<file path="src/rtl/pbi_pkg.sv">
// Package with shared constants and types of the bus interface block.
package pbi_pkg;
    // ************************************************************
    // Bus commands and sizes
    // ************************************************************
    localparam logic [3:0] CMD_MEM_RD   = 4'h6;
    localparam logic [3:0] CMD_MEM_WR   = 4'h7;
    localparam logic [3:0] CMD_CFG_RD   = 4'hA;
    localparam logic [3:0] CMD_CFG_WR   = 4'hB;
    localparam int         DATA_W       = 32;
    localparam int         FIFO_DEPTH   = 8;
    localparam logic [2:0] ABORT_CYCLES = 3'h5;
    localparam logic [31:0] ADDR_STEP   = 32'h0000_0004;
    localparam logic [31:0] RST_WORD    = 32'h0000_0000;

    // One accepted target write, handed to the user side.
    typedef struct packed {
        logic [31:0] addr;
        logic [31:0] data;
        logic [3:0]  be_n;
    } pbi_wr_type;

    typedef enum logic [1:0] {T_IDLE, T_SEL, T_DATA, T_TAR} pbi_tgt_type;
    typedef enum logic [2:0] {I_IDLE, I_REQ, I_ADDR, I_DATA, I_TAR} pbi_ini_type;
endpackage

</file>
<file path="src/rtl/pbi_top.sv">
// Bus interface: target, single-word initiator, write FIFO and interrupt pin.

// ************************************************************
// Write buffer
// ************************************************************
module pbi_fifo #(
    parameter int WIDTH = 32,
    parameter int DEPTH = 8
) (
    input  wire logic             clk_in,
    input  wire logic             rst_in,
    input  wire logic [WIDTH-1:0] in_data_in,
    input  wire logic             in_valid_in,
    output logic                  in_ready_out,
    output logic [WIDTH-1:0]      out_data_out,
    output logic                  out_valid_out,
    input  wire logic             out_ready_in
);
    localparam int AW = $clog2(DEPTH);
    logic [WIDTH-1:0] mem [DEPTH];
    logic [AW-1:0]    wp_q;
    logic [AW-1:0]    rp_q;
    logic [AW:0]      cnt_q;
    wire              push = in_valid_in && in_ready_out;
    wire              pop  = out_valid_out && out_ready_in;

    assign in_ready_out  = (cnt_q != (AW+1)'(DEPTH));
    assign out_valid_out = (cnt_q != '0);
    assign out_data_out  = mem[rp_q];

    always_ff @(posedge clk_in or posedge rst_in) begin
        if (rst_in) begin
            wp_q  <= '0;
            rp_q  <= '0;
            cnt_q <= '0;
        end else begin
            if (push) begin
                wp_q <= (wp_q == AW'(DEPTH-1)) ? '0 : wp_q + 1'b1;
            end
            if (pop) begin
                rp_q <= (rp_q == AW'(DEPTH-1)) ? '0 : rp_q + 1'b1;
            end
            cnt_q <= cnt_q + (AW+1)'(push) - (AW+1)'(pop);
        end
    end

    // Storage carries no reset so it maps onto plain memory.
    always_ff @(posedge clk_in) begin
        if (push) begin
            mem[wp_q] <= in_data_in;
        end
    end
endmodule

module pbi_top #(
    parameter logic [31:0] MEM_BASE = 32'h0800_0000,
    parameter logic [31:0] MEM_MASK = 32'hFE00_0000,
    parameter logic [31:0] CFG_ID   = 32'h0001_1234  // Arbitrary identity word.
) (
    input  wire logic        CLK_IN,
    input  wire logic        SYS_RST_IN,
    input  wire logic [31:0] AD_IN,
    output logic      [31:0] AD_OUT,
    output logic             AD_OE_N_OUT,
    input  wire logic [3:0]  CBE_N_IN,
    output logic      [3:0]  CBE_N_OUT,
    output logic             CBE_OE_N_OUT,
    input  wire logic        FRAME_N_IN,
    output logic             FRAME_N_OUT,
    output logic             FRAME_OE_N_OUT,
    input  wire logic        IRDY_N_IN,
    output logic             IRDY_N_OUT,
    output logic             IRDY_OE_N_OUT,
    input  wire logic        TRDY_N_IN,
    output logic             TRDY_N_OUT,
    output logic             TRDY_OE_N_OUT,
    input  wire logic        DEVSEL_N_IN,
    output logic             DEVSEL_N_OUT,
    output logic             DEVSEL_OE_N_OUT,
    input  wire logic        STOP_N_IN,
    output logic             PAR_OUT,
    output logic             PAR_OE_N_OUT,
    input  wire logic        IDSEL_IN,
    input  wire logic        GNT_N_IN,
    output logic             REQ_N_OUT,
    output logic             REQ_OE_N_OUT,
    output logic             INTA_N_OUT,
    output logic             INTA_OE_N_OUT,
    input  wire logic        IRQ_IN,
    output pbi_pkg::pbi_wr_type WR_WORD_OUT,
    output logic             WR_VALID_OUT,
    input  wire logic        WR_READY_IN,
    output logic      [31:0] RD_ADDR_OUT,
    input  wire logic [31:0] RD_DATA_IN,
    input  wire logic        INIT_REQ_IN,
    input  wire logic [31:0] INIT_ADDR_IN,
    input  wire logic [31:0] INIT_DATA_IN,
    input  wire logic [3:0]  INIT_BE_IN,
    output logic             INIT_DONE_OUT,
    output logic             INIT_ABORT_OUT
);
    pbi_pkg::pbi_tgt_type t_q;
    pbi_pkg::pbi_ini_type i_q;
    logic [31:0] t_addr_q;
    logic        t_wr_q;
    logic        t_cfg_q;
    logic [31:0] rd_q;
    logic        rd_ok_q;
    logic        idle_q;
    logic [31:0] i_addr_q;
    logic [31:0] i_data_q;
    logic [3:0]  i_be_q;
    logic        i_retry_q;
    logic [2:0]  i_cnt_q;
    logic        par_q;
    logic        par_oe_n_q;
    logic        req_oe_n_q;
    logic        irq_q;
    logic        done_q;
    logic        abort_q;
    logic        fifo_ready;

    // ************************************************************
    // Target decode
    // ************************************************************
    wire [3:0] cmd      = CBE_N_IN;
    wire addr_phase     = !FRAME_N_IN && idle_q && (i_q == pbi_pkg::I_IDLE
                          || i_q == pbi_pkg::I_REQ);
    wire mem_hit        = ((AD_IN & MEM_MASK) == MEM_BASE)
                          && (cmd == pbi_pkg::CMD_MEM_RD || cmd == pbi_pkg::CMD_MEM_WR);
    wire cfg_hit        = IDSEL_IN && (cmd == pbi_pkg::CMD_CFG_RD
                          || cmd == pbi_pkg::CMD_CFG_WR);
    wire t_claim        = addr_phase && (mem_hit || cfg_hit) && (t_q == pbi_pkg::T_IDLE);
    wire t_live         = (t_q == pbi_pkg::T_SEL) || (t_q == pbi_pkg::T_DATA);
    wire t_trdy         = (t_q == pbi_pkg::T_DATA) && (t_wr_q ? (fifo_ready || t_cfg_q)
                          : rd_ok_q);
    wire t_done         = t_trdy && !IRDY_N_IN;
    wire t_rd_drive     = (t_q == pbi_pkg::T_DATA) && !t_wr_q;
    wire [31:0] rd_src  = t_cfg_q ? ((t_addr_q[7:2] == 6'h00) ? CFG_ID : pbi_pkg::RST_WORD)
                          : RD_DATA_IN;
    wire push           = t_done && t_wr_q && !t_cfg_q;
    wire i_drive        = (i_q == pbi_pkg::I_ADDR) || (i_q == pbi_pkg::I_DATA);
    wire bus_free       = FRAME_N_IN && IRDY_N_IN;
    wire i_trdy_seen    = (i_q == pbi_pkg::I_DATA) && !TRDY_N_IN;
    wire i_stop_seen    = (i_q == pbi_pkg::I_DATA) && TRDY_N_IN && !STOP_N_IN;
    wire i_abort        = (i_q == pbi_pkg::I_DATA) && DEVSEL_N_IN
                          && (i_cnt_q == pbi_pkg::ABORT_CYCLES);

    pbi_pkg::pbi_wr_type wr_in;
    assign wr_in = '{addr: t_addr_q, data: AD_IN, be_n: CBE_N_IN};

    always_ff @(posedge CLK_IN or posedge SYS_RST_IN) begin
        if (SYS_RST_IN) begin
            t_q      <= pbi_pkg::T_IDLE;
            t_addr_q <= pbi_pkg::RST_WORD;
            t_wr_q   <= 1'b0;
            t_cfg_q  <= 1'b0;
            rd_ok_q  <= 1'b0;
            idle_q   <= 1'b0;
        end else begin
            idle_q <= bus_free;
            case (t_q)
                pbi_pkg::T_IDLE: begin
                    if (t_claim) begin
                        t_q      <= pbi_pkg::T_SEL;
                        t_addr_q <= AD_IN;
                        t_wr_q   <= cmd[0];
                        t_cfg_q  <= cfg_hit;
                    end
                end
                pbi_pkg::T_SEL: begin
                    t_q <= pbi_pkg::T_DATA;
                end
                pbi_pkg::T_DATA: begin
                    if (t_done) begin
                        t_addr_q <= t_addr_q + pbi_pkg::ADDR_STEP;
                    end
                    if ((t_done && FRAME_N_IN) || bus_free) begin
                        t_q <= pbi_pkg::T_TAR;
                    end
                end
                pbi_pkg::T_TAR: begin
                    t_q <= pbi_pkg::T_IDLE;
                end
                default: begin
                    t_q <= pbi_pkg::T_IDLE;
                end
            endcase
            // Reads insert one wait state per word so the fetched word always
            // matches the address shown to the user.
            rd_ok_q <= t_rd_drive && !t_done;
        end
    end

    always_ff @(posedge CLK_IN) begin
        if (!rd_ok_q) begin
            rd_q <= rd_src;
        end
    end

    // ************************************************************
    // Initiator: single-word memory write
    // ************************************************************
    always_ff @(posedge CLK_IN or posedge SYS_RST_IN) begin
        if (SYS_RST_IN) begin
            i_q        <= pbi_pkg::I_IDLE;
            i_addr_q   <= pbi_pkg::RST_WORD;
            i_data_q   <= pbi_pkg::RST_WORD;
            i_be_q     <= 4'h0;
            i_retry_q  <= 1'b0;
            i_cnt_q    <= 3'h0;
            done_q     <= 1'b0;
            abort_q    <= 1'b0;
            req_oe_n_q <= 1'b1;
        end else begin
            req_oe_n_q <= 1'b0;
            done_q     <= i_trdy_seen;
            abort_q    <= i_abort;
            case (i_q)
                pbi_pkg::I_IDLE: begin
                    if (INIT_REQ_IN) begin
                        i_q      <= pbi_pkg::I_REQ;
                        i_addr_q <= INIT_ADDR_IN;
                        i_data_q <= INIT_DATA_IN;
                        i_be_q   <= INIT_BE_IN;
                    end
                end
                pbi_pkg::I_REQ: begin
                    if (!GNT_N_IN && bus_free && t_q == pbi_pkg::T_IDLE
                        && !t_claim) begin
                        i_q <= pbi_pkg::I_ADDR;
                    end
                end
                pbi_pkg::I_ADDR: begin
                    i_q     <= pbi_pkg::I_DATA;
                    i_cnt_q <= 3'h0;
                end
                pbi_pkg::I_DATA: begin
                    i_cnt_q <= i_cnt_q + 3'h1;
                    if (i_trdy_seen || i_stop_seen || i_abort) begin
                        i_q       <= pbi_pkg::I_TAR;
                        i_retry_q <= i_stop_seen;
                    end
                end
                pbi_pkg::I_TAR: begin
                    i_q       <= i_retry_q ? pbi_pkg::I_REQ : pbi_pkg::I_IDLE;
                    i_retry_q <= 1'b0;
                end
                default: begin
                    i_q <= pbi_pkg::I_IDLE;
                end
            endcase
        end
    end

    // ************************************************************
    // Pin drive and parity
    // ************************************************************
    assign AD_OUT          = (i_q == pbi_pkg::I_ADDR) ? i_addr_q
                           : (i_q == pbi_pkg::I_DATA) ? i_data_q : rd_q;
    assign AD_OE_N_OUT     = !(i_drive || t_rd_drive);
    assign CBE_N_OUT       = (i_q == pbi_pkg::I_ADDR) ? pbi_pkg::CMD_MEM_WR
                           : ~i_be_q;
    assign CBE_OE_N_OUT    = !i_drive;
    assign FRAME_N_OUT     = (i_q != pbi_pkg::I_ADDR);
    assign FRAME_OE_N_OUT  = !i_drive;
    assign IRDY_N_OUT      = (i_q != pbi_pkg::I_DATA);
    assign IRDY_OE_N_OUT   = !(i_drive || i_q == pbi_pkg::I_TAR);
    assign DEVSEL_N_OUT    = !t_live;
    assign DEVSEL_OE_N_OUT = !(t_live || t_q == pbi_pkg::T_TAR);
    assign TRDY_N_OUT      = !t_trdy;
    assign TRDY_OE_N_OUT   = DEVSEL_OE_N_OUT;
    assign PAR_OUT         = par_q;
    assign PAR_OE_N_OUT    = par_oe_n_q;
    assign REQ_N_OUT       = (i_q != pbi_pkg::I_REQ);
    assign REQ_OE_N_OUT    = req_oe_n_q;
    assign INTA_N_OUT      = 1'b0;
    assign INTA_OE_N_OUT   = !irq_q;
    assign RD_ADDR_OUT     = t_addr_q;
    assign INIT_DONE_OUT   = done_q;
    assign INIT_ABORT_OUT  = abort_q;

    wire [3:0] cbe_bus = CBE_OE_N_OUT ? CBE_N_IN : CBE_N_OUT;

    // Parity lags its word by one clock, so it is driven one clock longer.
    always_ff @(posedge CLK_IN or posedge SYS_RST_IN) begin
        if (SYS_RST_IN) begin
            par_q      <= 1'b0;
            par_oe_n_q <= 1'b1;
            irq_q      <= 1'b0;
        end else begin
            par_q      <= ^{AD_OUT, cbe_bus};
            par_oe_n_q <= AD_OE_N_OUT;
            irq_q      <= IRQ_IN;
        end
    end

    pbi_fifo #(.WIDTH($bits(pbi_pkg::pbi_wr_type)), .DEPTH(pbi_pkg::FIFO_DEPTH)) u_fifo (
        .clk_in        (CLK_IN),
        .rst_in        (SYS_RST_IN),
        .in_data_in    (wr_in),
        .in_valid_in   (push),
        .in_ready_out  (fifo_ready),
        .out_data_out  (WR_WORD_OUT),
        .out_valid_out (WR_VALID_OUT),
        .out_ready_in  (WR_READY_IN)
    );
endmodule

</file>
<file path="config.mk">
export PLATFORM = sky130hd
export DESIGN_NAME = pbi_top
export DESIGN_NICKNAME = d
export VERILOG_FILES = /design/src/rtl/pbi_pkg.sv /design/src/rtl/pbi_top.sv
export SDC_FILE = /design/constraint.sdc
export NUM_CORES = 1
export LEC_CHECK = 0
export ABC_AREA = 1
export BUFFER_PORTS_ARGS = -buffer_cell sky130_fd_sc_hd__buf_2
export CAP_MARGIN = 20
export CORE_MARGIN = 2
export CORE_UTILIZATION = 45
export CTS_CLUSTER_SIZE = 14
export DETAILED_ROUTE_END_ITERATION = 12
export GPL_TIMING_DRIVEN = 0
export PLACE_DENSITY_LB_ADDON = 0.08
export SETUP_SLACK_MARGIN = 0.1
export SLEW_MARGIN = 0
export SYNTH_ARGS = -nofsm -noshare
export SYNTH_HDL_FRONTEND = slang
export SYNTH_HIERARCHICAL = 1
export SYNTH_SLANG_ARGS = --single-unit
</file>
<file path="constraint.sdc">
create_clock -name CLK_IN -period 11.5 [get_ports CLK_IN]
set_input_delay 3.45 -clock CLK_IN [delete_from_list [all_inputs] [get_ports CLK_IN]]
set_output_delay 3.45 -clock CLK_IN [all_outputs]
set_load 0.02 [all_outputs]
</file>
==> results.yml <==
pwr:
  ir_drop_mv: 0.138
  powerDensity_nw_per_um2: 261
  leakage_nw: 18.9
clocking:
  hold_buffers: 0
  clock-sinks: 705
  root_buffer: "clkbuf_16"
  cts_tree: "built"
  clock_path_buffers: 3
  h-tree-depth: 3
  cts_buffers: 79
  clk_latency_ns: 0.62
  cts_setup_buffers: 0
  cts.clk_slew.worst_paths_ns: 0.06
  ctsResizeCount: 0
synthesis:
  yosys.area.top_type: "edfxtp_1"
  syn_avg_cell_area_um2: 9.05
  ys_types: 45
  ys_ff_latch: 705
  synth_area_um2: 32800
  ys_top_cells_by_area: "edfxtp_1 (53%), nand2_1 (14%), dfrtp_1 (9.7%), inv_1 (8.4%), nand3_1 (5.2%)"
  synth_top_area_share_pct: 52.7
  synthFlopType: "edfxtp_1"
  synth_most_common_cell: "nand2_1"
  synth_edf_count: 576
  synthTopCellsByCount: "nand2_1 (1255), inv_1 (735), edfxtp_1 (576)"
  syn_inst: 3628
  yosysWarningCount: 6
  synth_seq_area_share_pct: 62.5
  async_flop_share_pct: 18.3
drt:
  num_vias: 25000
  firstDrtPassIters: 5
  vias_per_cell: 4.90
  drc: 0
  wl_per_cell_um: 19.0
  routed_wl_mm: 97.0
  dr.first_iter.drc_count: 2205
  antenna_left: 0
global_routing:
  grt_use_total_pct: 25.8
  grt_pass1_vias: 23400
  grt_pass1_wl_mm: 144
  antenna_found_initial: 11
  grt_max_degree: 81
  grt-ovfl-total: 0
critical_path:
  crit_path_start: "t_q[0]$_DFFE_PP0P_"
  crit_required_ns: 8.05
  criticalPathCategory: "register to output port"
  reg2regPathDepth: 13
  rr_startpoint: "t_q[0]$_DFFE_PP0P_"
  cp.arrival_ns: 3.16
  cp-start-kind: "register"
  cp-endpoint: "AD_OE_N_OUT"
  r2r-end: "u_fifo/mem[7][25]$_DFFE_PP_"
  rrSetupSlack_ns: 7.68
  setup.worst_path.end_class: "output port"
  cp_max_fo: 10
placed_design:
  hpwl_mm: 68.9
  placed_cells_incl_taps: 4952
  io_buffer_count: 301
  post-place-ws_ns: 5.22
  gp_congestion: 0.873
sta:
  min_period_over_period_pct: 57.5
  slew-limit-headroom_pct: 35.8
  rsz0062_at_grt: "no"
  finalMaxSlewViolations: 0
  worstMarginPinSlew_ns: 0.963
  worst_slack_ns: 4.89
  finClkSkew_ns: 0.0175
  hold_viol: 0
  finalSetupViolCount: 0
  period_needed_ns: 6.61
  hold_slack_ns: 0.505
  max_freq_mhz: 151
  finalSetupTns_ns: 0
die:
  fp.dieH_um: 274
  start_util_pct: 45.2
  fp.dieW_um: 274
  dieArea_um2: 75100
  io-pin-count: 303
  num_rows: 99
  core_um2: 72600
run_status:
  outcome: "finished clean"
flow_run:
  cap_viol_max_count: 0
layout:
  fin_nets: 4240
  layout.cells.non_filler: 5100
  fin_util_pct: 53.5
  synthToLayoutAreaGrowth_pct: 18.3
  drive_gt1_share_pct: 15.3
min_path:
  holdCritPathClass: "register to register"
==> final cells by class <==
| type | instances | area, µm² |
|---|---|---|
| sequential | 705 | 20500 |
| antenna | 2 | 5.00 |
| multi-input combinational | 2028 | 8850 |
| clock inverter | 40 | 304 |
| inverter | 745 | 2800 |
| buffer | 151 | 709 |
| clock buffer | 106 | 2220 |
| tap | 959 | 1200 |
| fill | 6710 | 33700 |
| timing repair buffer | 364 | 2230 |
==> sequential cells by signal, summed over array words and instances, names as in the netlist, 2 cells and up <==
register and count:
i_addr_q 32, RD_ADDR_OUT 32, u_fifo/wp_q 3, u_fifo/cnt_q 4, i_be_q 4, i_q 3
i_cnt_q 3, u_fifo/rp_q 3, t_q 2, u_fifo/mem 544, rd_q 32, i_data_q 32
==> through the flow <==
stage | cell area (µm²) | power, mW
2_1_floorplan | 32800 | 6.10
3_3_place_gp | 35500 | 7.68
3_5_place_dp | 36300 | 7.72
4_1_cts | 38800 | 10.2
5_1_grt | 38800 | 10.8
6_report | 38800 | 10.1
==> report_power, final <==
part           internal (mW)  leakage (nW)  switching [mW]
clock                   1.45          1.25            1.03
sequential              3.15          6.75           0.326
combinational           1.21          10.9            2.98
total                   5.81          18.9            4.34
==> metal layers <==
layer / vias up / GRT usage, % / part of all wire (%)
met3: 160 / 4.55 / 7.2
met5: - / 0 / 0.053
met1: 11800 / 36.1 / 44
li1: 12200 / - / -
met4: 10 / 8.48 / 3.0
met2: 822 / 40.9 / 46
==> cells in the final DEF, fill, tap and decap left out, types with 3 or more instances in the layout <==
cell       instances
a21oi_1           67
a22oi_1            4
a31oi_1            6
buf_1              7
buf_2            397
buf_4             10
buf_6             54
buf_8              4
bufinv_16          4
clkbuf_1          59
clkbuf_16         83
clkbuf_8           6
clkinv_1          15
clkinv_2          16
dfrtp_1          127
edfxtp_1         576
ha_1              17
inv_1            733
inv_2             10
inv_6              4
mux2_2            16
nand2_1         1255
nand3_1          342
nand3b_1           4
nand4_1           10
nor2_1           169
nor2_2             5
nor3_1            10
nor3_2             9
nor4_1             8
o21a_1             3
o21ai_0           55
o22ai_1            8
or2_2              5
xor2_1            13
==> logic make-up (layout without fill, tap and decap cells) <==
family                   count (synthesis)  after routing  synth area share (%)
flip-flops                             705            705                  62.5
AO/OA/AOI/OAI                          154            154                  2.55
XOR/XNOR                                15             15                 0.400
AND/OR/NAND/NOR                       1822           1822                  22.6
adder cells (fa/ha/maj)                 18             18                 0.709
multiplexers                            17             17                 0.579
buffers and inverters                  896           1406                  10.7
other                                    1              4                0.0114
==> how the worst min path moves through the flow <==
stage / startpoint / to / slack [ns] / depth (start not counted)
after floorplan: i_retry_q$_DFFE_PP0P_ / i_retry_q$_DFFE_PP0P_ / 0.45 / 2
after global placement: i_retry_q$_DFFE_PP0P_ / i_retry_q$_DFFE_PP0P_ / 0.49 / 2
after detailed placement: i_addr_q[20]$_DFFE_PP0P_ / i_addr_q[20]$_DFFE_PP0P_ / 0.49 / 1
after CTS: i_addr_q[20]$_DFFE_PP0P_ / i_addr_q[20]$_DFFE_PP0P_ / 0.51 / 1
after global routing: i_data_q[2]$_DFFE_PP0P_ / i_data_q[2]$_DFFE_PP0P_ / 0.52 / 1
final: i_data_q[18]$_DFFE_PP0P_ / i_data_q[18]$_DFFE_PP0P_ / 0.51 / 1
==> critical path, stage by stage (launching register included) <==
cell,delay (ns)
dfrtp_1,0.32
inv_1,0.08
ha_1,0.30
inv_1,0.11
clkbuf_1,0.50
clkbuf_1,0.66
o21ai_0,0.28
inv_1,0.13
buf_2,0.17
Power figures use the tool's default switching activity.
